[config.mk]
export PLATFORM = sky130hd
export DESIGN_NAME = board_watchdog_power_control
export DESIGN_NICKNAME = d
export VERILOG_FILES = /design/src/shared/wdt_pkg.sv /design/src/rtl/board_watchdog_power_control.sv /design/src/rtl/wdt_countdown.sv /design/src/rtl/wdt_tick_gen.sv
export SDC_FILE = /design/constraint.sdc
export NUM_CORES = 1
export LEC_CHECK = 0
export ABC_AREA = 1
export BUFFER_PORTS_ARGS = -buffer_cell sky130_fd_sc_hd__buf_2
export CAP_MARGIN = 20
export CORE_MARGIN = 1.5
export CORE_UTILIZATION = 40
export DETAILED_ROUTE_END_ITERATION = 6
export PLACE_DENSITY_LB_ADDON = 0.15
export SLEW_MARGIN = 20
export SYNTH_ARGS = -nofsm -noshare
export SYNTH_HDL_FRONTEND = slang
export SYNTH_HIERARCHICAL = 1
export SYNTH_SLANG_ARGS = --single-unit
[constraint.sdc]
create_clock -name ref_clk -period 2.4 [get_ports ref_clk]
set_clock_uncertainty 0.2 [all_clocks]
set_input_delay 0 -clock ref_clk [delete_from_list [all_inputs] [get_ports ref_clk]]
set_output_delay 0 -clock ref_clk [all_outputs]
set_load 0.01 [all_outputs]
[src/shared/wdt_pkg.sv]
// Purpose: shared constants and types for the board watchdog and power control
// Assumes: 100 MHz ref_clk, plain register port with one-cycle read latency
// Notes:   register addresses are 12-bit byte offsets

package wdt_pkg;

  // ----------------------------------------------------------------
  // register map
  // ----------------------------------------------------------------
  localparam logic [11:0] ADDR_ACTION   = 12'h01D3; // action field and latched flag
  localparam logic [11:0] ADDR_PINCFG   = 12'h0C47; // output pin configuration
  localparam logic [11:0] ADDR_SCALE    = 12'h0C65; // timescale
  localparam logic [11:0] ADDR_COUNT    = 12'h0C66; // timeout count
  localparam logic [11:0] ADDR_CSTAT    = 12'h0C68; // counter status
  localparam logic [11:0] ADDR_IRQSTAT  = 12'h0C70; // sticky event status
  localparam logic [11:0] ADDR_IRQMASK  = 12'h0C71; // event mask

  // ----------------------------------------------------------------
  // reset values
  // ----------------------------------------------------------------
  localparam logic [7:0] RST_ACTION = 8'h00;
  localparam logic [7:0] RST_PINCFG = 8'h0E;
  localparam logic [7:0] RST_SCALE  = 8'h08;
  localparam logic [7:0] RST_COUNT  = 8'h00;

  // ----------------------------------------------------------------
  // field positions
  // ----------------------------------------------------------------
  localparam int ACT_LO      = 4;  // action field bits 5:4
  localparam int ACT_FLAG    = 7;  // board logic timeout flag
  localparam int SCALE_SEC   = 7;  // 1 = seconds, 0 = minutes
  localparam int PIN_FUNC    = 3;  // pin function select: watchdog output
  localparam int PIN_INV     = 1;  // 1 = inverted polarity
  localparam int PIN_ODRN    = 7;  // 1 = open drain, 0 = push-pull
  localparam int CSTAT_FLAG  = 0;  // counter timeout flag
  localparam int EV_TIMEOUT  = 0;  // event bit: watchdog expiry
  localparam int EV_POWER    = 1;  // event bit: watchdog power action (button and sleep raise none)

  // ----------------------------------------------------------------
  // timing
  // ----------------------------------------------------------------
  localparam int CLK_HZ        = 100_000_000;
  localparam int OFF_TIME_S    = 3;   // power-cycle off time in seconds
  localparam int SEC_PER_MIN   = 60;

  // ----------------------------------------------------------------
  // types
  // ----------------------------------------------------------------
  typedef enum logic [1:0] {
    ACT_NONE  = 2'b00,
    ACT_RESET = 2'b01,
    ACT_CYCLE = 2'b10,
    ACT_OFF   = 2'b11
  } action_e;

  typedef enum logic [2:0] {
    PWR_ON     = 3'b000,
    PWR_RESET  = 3'b001,
    PWR_CYCOFF = 3'b010,
    PWR_OFF    = 3'b011,
    PWR_SLEEP  = 3'b100
  } power_e;

  typedef struct packed {
    logic [11:0] addr;
    logic [7:0]  wdata;
    logic        wr;
    logic        rd;
  } bus_req_s;

endpackage

[src/rtl/board_watchdog_power_control.sv]
// Purpose: board watchdog with timeout action and simple power button control
// Assumes: 100 MHz ref_clk, async active-high rst, button pin asynchronous
// Notes:   timeout flags live in the board logic and counter, sticky by design

`timescale 1ns/1ps

module board_watchdog_power_control #(
  parameter int       CYC_PER_SEC = wdt_pkg::CLK_HZ,
  parameter logic [7:0] POST_COUNT  = 8'h3B // self-test watchdog count
) (
  // clock and reset
  input  wire logic            ref_clk,
  input  wire logic            rst,
  input  wire logic            busRst,
  // register port
  input  wire wdt_pkg::bus_req_s busReq,
  output logic [7:0]           rdData,
  // self-test phase
  input  wire logic            postActive,
  // power button and sleep request
  input  wire logic            pwrButton,
  input  wire logic            sleepReq,
  // board outputs
  output logic                 powerEn,
  output logic                 coldReset,
  output logic                 wdtPinOut,
  output logic                 wdtPinOe,
  output logic                 irq
);

  localparam int OFF_CYC = wdt_pkg::OFF_TIME_S * CYC_PER_SEC;

  // ----------------------------------------------------------------
  // registers
  // ----------------------------------------------------------------
  logic [1:0]  action_reg;    // action field
  logic        pldFlag_reg;   // board logic timeout flag
  logic [7:0]  pinCfg_reg;    // output pin configuration
  logic [7:0]  scale_reg;     // timescale
  logic [7:0]  count_reg;     // timeout count
  logic        cFlag_reg;     // counter timeout flag
  logic [1:0]  irqStat_reg;   // sticky events
  logic [1:0]  irqMask_reg;   // event mask
  logic [1:0]  btnSync_reg;   // button synchroniser
  logic        btnPrev_reg;   // button edge history
  logic [31:0] offCnt_reg;    // power-off timer
  logic        postArm_reg;   // self-test arming done
  logic        pinAct_reg;    // watchdog pin asserted
  wdt_pkg::power_e pwr_reg;   // power state

  logic wrAct, wrPin, wrScale, wrCount, wrCStat, wrIrqS, wrIrqM;
  logic secTick, minTick, unitTick, expire, reload, btnPress, pwrEvent;

  // ----------------------------------------------------------------
  // address decode
  // ----------------------------------------------------------------
  assign wrAct   = busReq.wr && busReq.addr == wdt_pkg::ADDR_ACTION;
  assign wrPin   = busReq.wr && busReq.addr == wdt_pkg::ADDR_PINCFG;
  assign wrScale = busReq.wr && busReq.addr == wdt_pkg::ADDR_SCALE;
  assign wrCount = busReq.wr && busReq.addr == wdt_pkg::ADDR_COUNT;
  assign wrCStat = busReq.wr && busReq.addr == wdt_pkg::ADDR_CSTAT;
  assign wrIrqS  = busReq.wr && busReq.addr == wdt_pkg::ADDR_IRQSTAT;
  assign wrIrqM  = busReq.wr && busReq.addr == wdt_pkg::ADDR_IRQMASK;

  // ----------------------------------------------------------------
  // configuration registers
  // ----------------------------------------------------------------
  always_ff @(posedge ref_clk or posedge rst) begin
    if (rst) begin
      action_reg  <= wdt_pkg::RST_ACTION[wdt_pkg::ACT_LO +: 2];
      pinCfg_reg  <= wdt_pkg::RST_PINCFG;
      scale_reg   <= wdt_pkg::RST_SCALE;
      irqMask_reg <= 2'b00;
    end else begin
      if (wrAct) begin
        action_reg <= busReq.wdata[wdt_pkg::ACT_LO +: 2];
      end
      if (wrPin) begin
        pinCfg_reg <= busReq.wdata;
      end
      if (wrScale) begin
        scale_reg <= busReq.wdata;
      end
      if (wrIrqM) begin
        irqMask_reg <= busReq.wdata[1:0];
      end
    end
  end

  // ----------------------------------------------------------------
  // timeout count; self-test arms it once after reset
  // ----------------------------------------------------------------
  always_ff @(posedge ref_clk or posedge rst) begin
    if (rst) begin
      count_reg   <= wdt_pkg::RST_COUNT;
      postArm_reg <= 1'b0;
    end else if (wrCount) begin
      count_reg   <= busReq.wdata;
      postArm_reg <= 1'b1;
    end else if (!postArm_reg && postActive) begin
      count_reg   <= POST_COUNT;
      postArm_reg <= 1'b1;
    end
  end

  // a software write or the self-test arming restarts the interval
  assign reload = wrCount || (!postArm_reg && postActive);

  // ----------------------------------------------------------------
  // timebase and countdown
  // ----------------------------------------------------------------
  wdt_tick_gen #(
    .CYC_PER_SEC (CYC_PER_SEC),
    .SEC_PER_MIN (wdt_pkg::SEC_PER_MIN)
  ) u_tick (
    .ref_clk (ref_clk),
    .rst     (rst),
    .restart (reload),
    .secTick (secTick),
    .minTick (minTick)
  );

  assign unitTick = scale_reg[wdt_pkg::SCALE_SEC] ? secTick : minTick;

  wdt_countdown u_count (
    .ref_clk  (ref_clk),
    .rst      (rst),
    .reload   (reload),
    .countVal (reload && !wrCount ? POST_COUNT : busReq.wdata),
    .unitTick (unitTick),
    .expire   (expire)
  );

  // ----------------------------------------------------------------
  // counter flag: only power-on reset or a write of one clears it;
  // the bus reset is deliberately not wired in here
  // ----------------------------------------------------------------
  always_ff @(posedge ref_clk or posedge rst) begin
    if (rst) begin
      cFlag_reg <= 1'b0;
    end else if (expire) begin
      cFlag_reg <= 1'b1; // set wins over clear
    end else if (wrCStat && busReq.wdata[wdt_pkg::CSTAT_FLAG]) begin
      cFlag_reg <= 1'b0;
    end
  end

  // ----------------------------------------------------------------
  // watchdog output pin: asserted for one cycle on expiry when the pin function is selected
  // ----------------------------------------------------------------
  always_ff @(posedge ref_clk or posedge rst) begin
    if (rst) begin
      pinAct_reg <= 1'b0;
    end else if (expire && pinCfg_reg[wdt_pkg::PIN_FUNC]) begin
      pinAct_reg <= 1'b1;
    end else if (pinAct_reg) begin
      pinAct_reg <= 1'b0; // one-cycle request to board logic
    end
  end

  assign wdtPinOut = pinAct_reg ^ pinCfg_reg[wdt_pkg::PIN_INV];
  // open drain lets go of the pin whenever it would be high
  assign wdtPinOe  = pinCfg_reg[wdt_pkg::PIN_FUNC]
                   && !(pinCfg_reg[wdt_pkg::PIN_ODRN] && wdtPinOut);

  // ----------------------------------------------------------------
  // board logic timeout flag, kept over the action it triggers
  // ----------------------------------------------------------------
  always_ff @(posedge ref_clk or posedge rst) begin
    if (rst) begin
      pldFlag_reg <= 1'b0;
    end else if (pinAct_reg) begin
      pldFlag_reg <= 1'b1;
    end else if (wrAct && busReq.wdata[wdt_pkg::ACT_FLAG]) begin
      pldFlag_reg <= 1'b0;
    end
  end

  // ----------------------------------------------------------------
  // power button synchroniser and edge
  // ----------------------------------------------------------------
  always_ff @(posedge ref_clk or posedge rst) begin
    if (rst) begin
      btnSync_reg <= 2'b00;
      btnPrev_reg <= 1'b0;
    end else begin
      btnSync_reg <= {btnSync_reg[0], pwrButton};
      btnPrev_reg <= btnSync_reg[1];
    end
  end

  // button has no register and raises no event: hardware only
  assign btnPress = btnSync_reg[1] && !btnPrev_reg;

  // ----------------------------------------------------------------
  // power state machine
  // ----------------------------------------------------------------
  always_ff @(posedge ref_clk or posedge rst) begin
    if (rst) begin
      pwr_reg    <= wdt_pkg::PWR_ON;
      offCnt_reg <= 32'h0000_0000;
    end else begin
      case (pwr_reg)
        wdt_pkg::PWR_ON: begin
          if (btnPress) begin
            pwr_reg <= wdt_pkg::PWR_OFF;
          end else if (pinAct_reg) begin
            case (wdt_pkg::action_e'(action_reg))
              wdt_pkg::ACT_RESET: pwr_reg <= wdt_pkg::PWR_RESET;
              wdt_pkg::ACT_CYCLE: begin
                pwr_reg    <= wdt_pkg::PWR_CYCOFF;
                offCnt_reg <= 32'h0000_0000;
              end
              wdt_pkg::ACT_OFF:   pwr_reg <= wdt_pkg::PWR_OFF;
              default:            pwr_reg <= wdt_pkg::PWR_ON;
            endcase
          end else if (sleepReq) begin
            pwr_reg <= wdt_pkg::PWR_SLEEP;
          end
        end
        wdt_pkg::PWR_RESET: begin
          pwr_reg <= wdt_pkg::PWR_ON; // one-cycle cold reset pulse
        end
        wdt_pkg::PWR_CYCOFF: begin
          if (offCnt_reg == 32'(OFF_CYC - 1)) begin
            pwr_reg <= wdt_pkg::PWR_ON;
          end else begin
            offCnt_reg <= offCnt_reg + 32'h0000_0001;
          end
        end
        wdt_pkg::PWR_OFF, wdt_pkg::PWR_SLEEP: begin
          if (btnPress) begin
            pwr_reg <= wdt_pkg::PWR_ON;
          end
        end
        default: pwr_reg <= wdt_pkg::PWR_ON;
      endcase
    end
  end

  assign powerEn   = (pwr_reg == wdt_pkg::PWR_ON) || (pwr_reg == wdt_pkg::PWR_RESET);
  assign coldReset = (pwr_reg == wdt_pkg::PWR_RESET);
  assign pwrEvent  = pinAct_reg && action_reg != 2'b00;

  // ----------------------------------------------------------------
  // interrupt status, write one to clear, set wins
  // ----------------------------------------------------------------
  always_ff @(posedge ref_clk or posedge rst) begin
    if (rst) begin
      irqStat_reg <= 2'b00;
    end else begin
      irqStat_reg <= (irqStat_reg & ~(wrIrqS ? busReq.wdata[1:0] : 2'b00))
                   | {pwrEvent, expire};
    end
  end

  assign irq = |(irqStat_reg & irqMask_reg);

  // ----------------------------------------------------------------
  // read data, one cycle after the strobe; busRst resets only the port
  // ----------------------------------------------------------------
  always_ff @(posedge ref_clk or posedge rst) begin
    if (rst) begin
      rdData <= 8'h00;
    end else if (busRst || !busReq.rd) begin
      rdData <= 8'h00;
    end else begin
      case (busReq.addr)
        wdt_pkg::ADDR_ACTION:  rdData <= {pldFlag_reg, 1'b0, action_reg, 4'h0};
        wdt_pkg::ADDR_PINCFG:  rdData <= pinCfg_reg;
        wdt_pkg::ADDR_SCALE:   rdData <= scale_reg;
        wdt_pkg::ADDR_COUNT:   rdData <= count_reg;
        wdt_pkg::ADDR_CSTAT:   rdData <= {7'h00, cFlag_reg};
        wdt_pkg::ADDR_IRQSTAT: rdData <= {6'h00, irqStat_reg};
        wdt_pkg::ADDR_IRQMASK: rdData <= {6'h00, irqMask_reg};
        default:               rdData <= 8'h00;
      endcase
    end
  end
endmodule

[src/rtl/wdt_countdown.sv]
// Purpose: watchdog down counter in seconds or minutes
// Assumes: reload pulse on every write of the timeout count
// Notes:   interval is count plus one units; zero count disables

`timescale 1ns/1ps

module wdt_countdown (
  // clock and reset
  input  wire logic       ref_clk,
  input  wire logic       rst,
  // control
  input  wire logic       reload,
  input  wire logic [7:0] countVal,
  input  wire logic       unitTick,
  // result
  output logic            expire
);

  logic [8:0] remain_reg; // units left before expiry
  logic       armed_reg;  // counting in progress

  // ----------------------------------------------------------------
  // countdown; a reload restarts the full interval
  // ----------------------------------------------------------------
  always_ff @(posedge ref_clk or posedge rst) begin
    if (rst) begin
      remain_reg <= 9'h000;
      armed_reg  <= 1'b0;
    end else if (reload) begin
      remain_reg <= {1'b0, countVal} + 9'h001;
      armed_reg  <= (countVal != 8'h00);
    end else if (armed_reg && unitTick) begin
      remain_reg <= remain_reg - 9'h001;
      if (remain_reg == 9'h001) begin
        armed_reg <= 1'b0; // one shot until fed again
      end
    end
  end

  assign expire = armed_reg && unitTick && (remain_reg == 9'h001);

endmodule

[src/rtl/wdt_tick_gen.sv]
// Purpose: one-cycle ticks once per second and once per minute
// Assumes: single clock domain, counts shortened by parameter in simulation
// Notes:   restartable so a feed aligns the first tick

`timescale 1ns/1ps

module wdt_tick_gen #(
  parameter int CYC_PER_SEC = wdt_pkg::CLK_HZ,
  parameter int SEC_PER_MIN = wdt_pkg::SEC_PER_MIN
) (
  // clock and reset
  input  wire logic ref_clk,
  input  wire logic rst,
  // control
  input  wire logic restart,
  // ticks
  output logic      secTick,
  output logic      minTick
);

  logic [31:0] cycCnt_reg; // cycles within the current second
  logic [7:0]  secCnt_reg; // seconds within the current minute

  // ----------------------------------------------------------------
  // second prescaler
  // ----------------------------------------------------------------
  always_ff @(posedge ref_clk or posedge rst) begin
    if (rst) begin
      cycCnt_reg <= 32'h0000_0000;
    end else if (restart || cycCnt_reg == 32'(CYC_PER_SEC - 1)) begin
      cycCnt_reg <= 32'h0000_0000;
    end else begin
      cycCnt_reg <= cycCnt_reg + 32'h0000_0001;
    end
  end

  assign secTick = !restart && (cycCnt_reg == 32'(CYC_PER_SEC - 1));

  // ----------------------------------------------------------------
  // minute prescaler
  // ----------------------------------------------------------------
  always_ff @(posedge ref_clk or posedge rst) begin
    if (rst) begin
      secCnt_reg <= 8'h00;
    end else if (restart) begin
      secCnt_reg <= 8'h00;
    end else if (secTick) begin
      secCnt_reg <= (secCnt_reg == 8'(SEC_PER_MIN - 1)) ? 8'h00 : secCnt_reg + 8'h01;
    end
  end

  assign minTick = secTick && (secCnt_reg == 8'(SEC_PER_MIN - 1));

endmodule

# Yosys cells after proc, flatten, opt, wreduce, memory -nomap -nowiden
# Cells that the tools add are included.
[totals]
register_bits = 130
input_bits = 28
output_inout_bits = 13
word_cells = 134
[op_classes]
addsub = 5
eq_ne = 25
mux = 35
n_bitwise = 5
n_reduce_logical = 45
[op_table]
columns = ["cell", "n"]
rows = [
  ["two-way mux 32 bit", 5],
  ["== test 12 bit, second input constant", 6],
  ["adder 32 x 1 -> 32 bit, second input constant", 2],
  ["one-hot mux 32 bit (2 select lines)", 1],
  ["two-way mux 8 bit", 7],
  ["one-hot mux 8 bit (7 select lines)", 1],
  ["== test 32 x 27 -> 1 bit, second input constant", 1],
  ["== test 32 x 29 -> 1 bit, second input constant", 1],
  ["logical AND 1 bit", 20],
  ["two-way mux 9 bit", 2],
  ["nonzero test 2 bit", 8],
  ["two-way mux 3 bit", 5],
  ["== test 12 x 9 -> 1 bit, second input constant", 1],
  ["two-way mux 1 bit", 11],
  ["!= test 2 bit, second input constant", 5],
  ["adder 8 x 1 -> 9 bit, second input constant", 1],
  ["== test 9 x 1 -> 1 bit, second input constant", 1],
  ["one-hot mux 3 bit (3 select lines)", 1],
  ["subtractor 9 x 1 -> 9 bit, second input constant", 1],
  ["adder 8 x 1 -> 8 bit, second input constant", 1],
  ["== test 8 x 6 -> 1 bit, second input constant", 1],
  ["nonzero test 8 bit", 1],
  ["== test 3 x 2 -> 1 bit, second input constant", 2],
  ["zero test 1 bit", 6],
  ["other kinds (18)", 24],
]

# Depth between registers and ports, before layout
# Gate-level depths: netlist of run 1.
[depth]
depth_word = 11
depth_mapped = 15
ltp_nobuf = 15

# By module
# The synthesis of run 1 kept the hierarchy.
[by_module_without_submodules]
columns = ["mod", "instances", "cells_each", "area_each_um2", "seq_area_each_um2"]
rows = [
  ["board_watchdog_power_control", 1, 675, 4745.8, 2006.9],
  ["wdt_tick_gen", 1, 417, 2757.6, 1001.0],
  ["wdt_countdown", 1, 141, 898.4, 250.2],
]

# Least setup slack after synthesis of run 1
# Ideal clock, no wire load.
[synth_timing]
path_type = "register to register"
startpoint = "register u_tick.cycCnt_reg[0]"
endpoint = "register u_count.remain_reg[1]"
setup_ps = 127
arrival_time_ps = 1824
t_required_ps = 2073
path_slack_ps = 249
stages_incl_launch_ff = 16
n_path_buf = 1
synth_period_minus_slack_ps = 2151
cell_sequence = "dfrtp_1 ha_1 nand2_2 nor2_8 nand2_4 inv_2 nand2_2 inv_1 nand2_1 nor3_1 mux2_2 nand2_4 nand2_2 buf_6 o211ai_1 o21ai_1"
[synth_between]
elab_chain_cells = 6
[synth_lines]
columns = ["element", "line", "source"]
rows = [
  ["start: declaration", "wdt_tick_gen.sv:21", "logic [31:0] cycCnt_reg;"],
  ["start signal: assignment", "wdt_tick_gen.sv:33", "cycCnt_reg <= cycCnt_reg + 32'h0000_0001;"],
  ["== test 32 x 27 -> 1 bit", "wdt_tick_gen.sv:37", "assign secTick = !restart && (cycCnt_reg == 32'(CYC_PER_SEC - 1));"],
  ["logical AND 1 bit", "wdt_tick_gen.sv:37", ""],
  ["logical AND 1 bit", "wdt_tick_gen.sv:52", "assign minTick = secTick && (secCnt_reg == 8'(SEC_PER_MIN - 1));"],
  ["named net minTick", "board_watchdog_power_control.sv:52", "logic secTick, minTick, unitTick, expire, reload, btnPress, pwrEvent;"],
  ["two-way mux 1 bit", "board_watchdog_power_control.sv:123", "assign unitTick = scale_reg[wdt_pkg::SCALE_SEC] ? secTick : minTick;"],
  ["named net unitTick", "board_watchdog_power_control.sv:52", ""],
  ["logical AND 1 bit", "wdt_countdown.sv:32", "end else if (armed_reg && unitTick) begin"],
  ["nonzero test 2 bit (no source line)", "--", ""],
  ["end signal: assignment", "wdt_countdown.sv:30", "remain_reg <= {1'b0, countVal} + 9'h001;"],
  ["end signal: assignment", "wdt_countdown.sv:33", "remain_reg <= remain_reg - 9'h001;"],
  ["end: declaration", "wdt_countdown.sv:19", "logic [8:0] remain_reg;"],
]
# The timed path passes the listed nets, and every way through them passes these cells.
# A chain may end at the register's enable or synchronous reset.

# Worst setup path after layout of run 1
[layout_timing]
startpoint = "register u_tick.cycCnt_reg[0]"
endpoint = "register u_count.remain_reg[4]"
# The elaborated chain is that of the path after synthesis.

==> flow_metrics.py, run 1 <==
metrics = {
    "clocking": {
        "clkSinkCount": 130,
        "cts_made_buffers": 17,
        "htree_levels": 4,
        "clock_path_buffers": 2,
        "cts_tree": "done",
        "path_clk_slew_ps": 60,
        "root_buffer": "clkbuf_16",
        "clkLatencyLatePin_ps": 430,
    },
    "logic_synthesis": {
        "synth_warnings": 6,
        "synth_most_common_cell": "nand2_1",
        "yosys.area.top_type_share_pct": 37.5,
        "synthFlopType": "dfrtp_1",
        "ys_async_sr_fraction_pct": 100,
        "synthCells": 1233,
        "synth_top_cell_by_area": "dfrtp_1",
        "synth.area.top_cells": "dfrtp_1 (38%), nand2_1 (19%), nor2_1 (8.0%)",
        "synth_fp_nets": 1268,
        "synth_cell_types": 47,
        "syn_area_um2": 8400,
        "ys_ff_latch": 130,
        "avgSynthCellArea_um2": 6.81,
        "synth-edff-count": 0,
        "seq_area_frac_synth_pct": 38.8,
        "synthTopCellsByCount": "nand2_1 (421), nor2_1 (178), inv_1 (150), dfrtp_1 (126), nand3_1 (103)",
    },
    "routing": {
        "first_pass_iters": 5,
        "drc": 0,
        "routedWlPerCell_um": 13.2,
        "via_per_inst": 4.82,
        "drt-initial-drc-count": 525,
        "drt-total-wl_mm": 21.2,
        "vias": 7758,
        "ant_nets": 0,
    },
    "place": {
        "hpwl_mm": 15.4,
        "io_buffer_count": 40,
        "gp_congestion": 0.868,
    },
    "cells_and_area": {
        "seq_area_um2": 3260,
        "area_growth_pct": 18.5,
        "finalNetCount": 1363,
        "multi_input_area_um2": 4390,
        "nFillCells": 2066,
        "antenna_cells": 0,
        "layout-drive-gt1-share_pct": 14.4,
    },
    "worst_hold_path": {
        "hold_class": "input pin to flip-flop",
    },
    "global_route": {
        "first_global_vias": 7341,
        "grt_max_degree": 41,
        "antenna_found_initial": 0,
        "grtUsageTotal_pct": 20.4,
        "grt_pass1_wl_mm": 35.8,
        "grt-ovfl-total": 0,
    },
    "power": {
        "p_per_area_nw_per_um2": 619,
        "p_leak_nw": 4.92,
        "vdd_drop_max_v": 0.000490,
    },
    "sta": {
        "rsz0062_at_grt": "true",
        "hold_viol": 0,
        "finalSetupViolCount": 0,
        "fmax_mhz": 452,
        "tns_ps": 0,
        "tightest_slew_ps": 549,
        "final_max_slew_viol_count": 0,
        "relSlewSlack_pct": 63.4,
        "worst_hold_slack_ps": 51.1,
        "final.min_clock_period_ps": 2210,
        "period_share_pct": 92.2,
    },
    "die": {
        "die_w_um": 148,
        "die_h_um": 148,
        "start_util_pct": 41.1,
        "row_count": 52,
        "fp.dieArea_um2": 21900,
        "io_pins": 41,
        "coreArea_um2": 20400,
    },
    "outcome": {
        "status": "completed",
    },
    "setup_path": {
        "arrival_ps": 2320,
        "crit_required_ps": 2510,
        "crit_fanout": 4,
        "worst-setup-path-type": "flip-flop to flip-flop",
        "start_kind": "flip-flop",
        "end_kind": "flip-flop",
    },
    "job": {
        "cap_violations": 0,
    },
}
[layout make-up]
class,count,share of cell area (%)
Clock buffer,17,4.27
Timing Repair Buffer,94,7.09
Clock inverter,15,2.31
Tap cell,270,3.39
Multi-Input combinational cell,923,44.1
Inverter,162,6.12
Sequential cell,130,32.7
[layer usage]
metal / part of all wire (%) / track usage [%]
met1: 50 / 28.6
met4: 0.75 / 4.85
met2: 45 / 32.5
met3: 4.5 / 3.70
met5: 0 / 0
[cells in the final DEF (no fill, tap or decap), types with 5 or more instances in the layout]
master and instances:
clkbuf_16 17, nor2_2 32, nand4_1 21, a21oi_1 10
dfrtp_1 126, ha_1 6, nand2_1 421, buf_4 18
xor2_1 17, o21ai_1 8, nor2_1 176, nor3_1 15
or2_2 6, nand2_2 11, nand2_4 5, xnor2_1 6
nand3b_1 5, o211ai_1 8, o21ai_0 24, buf_2 40
dlygate4sd3_1 35, o21ai_2 13, bufinv_16 5, inv_1 148
inv_2 10, nor2_4 8, nand3_1 103
[final timing paths]
check	startpoint	end	slack [ps]	depth (start not counted)
max in group asynchronous	rst	offCnt_reg[6]$_DFFE_PP0P_	860	5
min in group asynchronous	rst	u_tick/cycCnt_reg[16]$_DFF_PP0_	60	4
setup reg to reg	u_tick/cycCnt_reg[0]$_DFF_PP0_	u_count/remain_reg[4]$_DFFE_PP0P_	190	15
setup / recovery	u_tick/cycCnt_reg[0]$_DFF_PP0_	u_count/remain_reg[4]$_DFFE_PP0P_	190	15
hold reg to reg	btnSync_reg[0]$_DFF_PP0_	btnSync_reg[1]$_DFF_PP0_	150	0
hold / removal	busReq[18]	rdData[7]$_DFF_PP0_	50	7
[what timing repair did]
item / 4_1_cts / 5_1_grt
hold buffers: 36 / 1
setup buffers: 0 / 3
endpoints found under the hold margin: 174 / 1
setup endpoints to repair: 0 / 15
resized for setup: 0 / 9
[critical path: stages, from the launching register on]
cell and delay [ps]:
dfrtp_1 410, ha_2 200, nand2_2 110, nor2_8 40, nand2_4 80, inv_2 50
nand2_2 80, inv_1 40, nand2_1 70, nor3_1 50, mux2_4 290, nand2_4 110
inv_1 60, nand2_1 80, xor2_1 140, a21oi_1 70
[kinds of logic after synthesis]
logic type	after synthesis	synth area share, %
fa+ha+maj	7	1.04
flops	130	38.8
xor+xnor	23	2.40
mux	1	0.134
compound gates	75	5.66
simple gates	817	42.5
buf+inv	180	9.50
[per-stage QoR]
| step | std cells | setup slack (ps) | util [%] | instance area, µm² | total power [mW] |
|---|---|---|---|---|---|
| floorplan | 1233 | 155 | - | 8400 | 3.03 |
| global placement | 1541 | 132 | 43.5 | 8880 | 3.21 |
| detailed placement | 1541 | 82.2 | 43.5 | 8880 | 3.22 |
| CTS | 1609 | 11.9 | 48.5 | 9900 | 6.22 |
| global route | 1611 | -9.02 | 48.7 | 9950 | 6.44 |
| finish | 1611 | 188 | 48.7 | 9950 | 6.16 |
[where the power goes]
part | switching [mW] | total (mW) | internal, mW
Clock | 1.08 | 2.93 | 1.86
Sequential | 0.106 | 2.41 | 2.31
Combinational | 0.540 | 0.813 | 0.273
No activity file was read; power rests on OpenSTA's default activity.
==> run 2, diff against run 1 <==
--- a/config.mk
+++ b/config.mk
@@ -11,6 +11,7 @@
 export CORE_MARGIN = 1.5
 export CORE_UTILIZATION = 40
 export DETAILED_ROUTE_END_ITERATION = 6
+export HOLD_SLACK_MARGIN = 0.06
 export PLACE_DENSITY_LB_ADDON = 0.15
 export SLEW_MARGIN = 20
 export SYNTH_ARGS = -nofsm -noshare
==> flow_metrics.py, run 2 (same netlist as run 1, synthesis figures left out) <==
metrics = {
    "power": {
        "vdd_drop_max_v": 0.000490,
        "seq_power_share_pct": 39.1,
        "p_int_mw": 4.44,
        "p_leak_nw": 5.02,
        "p_sw_mw": 1.73,
        "combPwrFrac_pct": 13.3,
        "switching_share_pct": 28.0,
        "clkPwrFrac_pct": 47.6,
        "p_per_area_nw_per_um2": 611,
    },
    "clocking": {
        "clkLatencyLatePin_ps": 430,
        "htree_levels": 4,
        "clock_path_buffers": 2,
        "root_buffer": "clkbuf_16",
        "path_clk_slew_ps": 60,
        "cts_made_buffers": 17,
        "cts_tree": "done",
        "clkSinkCount": 130,
    },
    "outcome": {
        "violations": "setup timing",
        "status": "complete, but fails checks",
    },
    "job": {
        "cap_violations": 0,
    },
    "sta": {
        "tightest_slew_ps": 544,
        "hold_viol": 0,
        "final_max_slew_viol_count": 0,
        "finalSetupViolCount": 1,
        "final.min_clock_period_ps": 2430,
        "period_share_pct": 101,
        "layout_setup_ws_ps": -30.8,
        "worst_hold_slack_ps": 59.8,
        "fmax_mhz": 411,
        "relSlewSlack_pct": 63.7,
        "tns_ps": -30.8,
    },
    "routing": {
        "drc": 0,
        "via_per_inst": 4.84,
        "first_pass_iters": 5,
        "routedWlPerCell_um": 13.3,
        "vias": 7877,
        "ant_nets": 0,
        "drt-total-wl_mm": 21.7,
        "drt-initial-drc-count": 475,
    },
    "setup_path": {
        "critPathBufInv": 5,
        "reg2reg_depth": 15,
        "worst-path-stages": 11,
        "crit_start": "busReq[15]",
        "r2r_end": "u_count/remain_reg[4]$_DFFE_PP0P_",
        "cpLargestDelayFamily": "buffers and inverters",
        "worst-setup-path-type": "input pin to flip-flop",
        "endpoint": "rdData[7]$_DFF_PP0_",
        "rr_startpoint": "u_tick/cycCnt_reg[0]$_DFF_PP0_",
        "crit_required_ps": 2560,
        "start_kind": "input pin",
        "crit_fanout": 4,
        "end_kind": "flip-flop",
        "crit_chain": "dlygate4sd3_1, buf_2, inv_1, nand4_1, dlygate4sd3_1, nor2_1, dlygate4sd3_1, nand3_1, nand3_1, nor2_1, nor2_1",
        "arrival_ps": 2590,
        "critPathSlowestCell": "dlygate4sd3_1",
        "r2r_slack_ps": 180,
        "slowest_delay_ps": 580,
    },
    "global_route": {
        "grt_pass1_wl_mm": 36.3,
        "grt-ovfl-total": 0,
        "antenna_found_initial": 0,
        "grtUsageTotal_pct": 20.6,
        "first_global_vias": 7462,
        "grt_max_degree": 41,
    },
    "die": {
        "io_pins": 41,
        "die_h_um": 148,
        "coreArea_um2": 20400,
        "row_count": 52,
        "fp.dieArea_um2": 21900,
        "start_util_pct": 41.1,
        "die_w_um": 148,
    },
    "worst_hold_path": {
        "hold_class": "input pin to asynchronous set/reset pin",
    },
    "place": {
        "io_buffer_count": 40,
        "dp_slack_ps": 82.2,
        "dp_cells": 1541,
        "gp_congestion": 0.868,
        "hpwl_mm": 15.4,
    },
    "cells_and_area": {
        "fin_util_pct": 49.5,
        "antenna_cells": 0,
        "area_growth_pct": 20.3,
        "layoutNonFillerInstCount": 1627,
        "layout-drive-gt1-share_pct": 14.4,
        "layout_common_cells": "nand2_1 (421), nor2_1 (176), inv_1 (148)",
        "finalNetCount": 1379,
        "nFillCells": 2063,
        "final_common_cell": "nand2_1",
    },
}
==> run 2: cell types whose count changed in the layout (fill, tap and decap cells not counted), sizes merged <==
cell / previous run / this run
buf: 59 / 61
dlymetal6s4s: 0 / 1
dlygate4sd3: 35 / 48
==> run 2: timing repair <==
action	CTS	global route
hold endpoints to repair	175	0
setup buffers	0	5
hold buffers	50	0
setup endpoints to repair	0	15
resized for setup	0	10
==> run 2: worst min-delay path: stages <==
cell and delay (ps):
dlygate4sd3_1 530, buf_2 130, clkinv_1 40, buf_4 440
==> run 2: cell type report <==
cell class | count | area [µm²] | share of cell area, %
clock buffers | 17 | 425 | 4.21
repair buffers | 110 | 863 | 8.54
well taps | 270 | 338 | 3.34
flip-flops and latches | 130 | 3260 | 32.2
inverters | 162 | 609 | 6.03
multi-input cells | 923 | 4390 | 43.4
clock inverters | 15 | 230 | 2.28
==> run 2: stage by stage <==
step | power [mW] | instance area [µm²]
2_1_floorplan | 3.03 | 8400
3_3_place_gp | 3.21 | 8880
3_5_place_dp | 3.22 | 8880
4_1_cts | 6.22 | 10000
5_1_grt | 6.45 | 10100
6_report | 6.18 | 10100
==> run 2: how the worst min path moves through the flow <==
| stage | start | end | depth (start not counted) |
|---|---|---|---|
| 3_5_place_dp | rst | cFlag_reg$_DFFE_PP0P_ | 2 |
| 4_1_cts | busReq[14] | rdData[7]$_DFF_PP0_ | 6 |
| 6_report | rst | u_tick/cycCnt_reg[16]$_DFF_PP0_ | 4 |
| 5_1_grt | busReq[14] | rdData[7]$_DFF_PP0_ | 6 |
| 2_1_floorplan | rst | u_count/armed_reg$_DFFE_PP0P_ | 1 |
| 3_3_place_gp | rst | cFlag_reg$_DFFE_PP0P_ | 2 |
==> run 2: power by group through the flow <==
| stage | Sequential, mW | Combinational, mW | Clock (mW) |
|---|---|---|---|
| 6_report | 2.41 | 0.822 | 2.94 |
| 5_1_grt | 2.43 | 0.926 | 3.09 |
| 4_1_cts | 2.41 | 0.812 | 3.00 |
| 3_5_place_dp | 2.45 | 0.768 | 0 |
| 3_3_place_gp | 2.45 | 0.761 | 0 |
| 2_1_floorplan | 2.43 | 0.603 | 0 |
==> run 2: per-layer routing <==
layer	up-vias	wire length, µm	GRT usage [%]
li1	4082	-	-
met1	3608	10900	28.9
met2	168	9760	33.3
met3	19	884	3.55
met4	0	188	4.90
met5	-	0	0
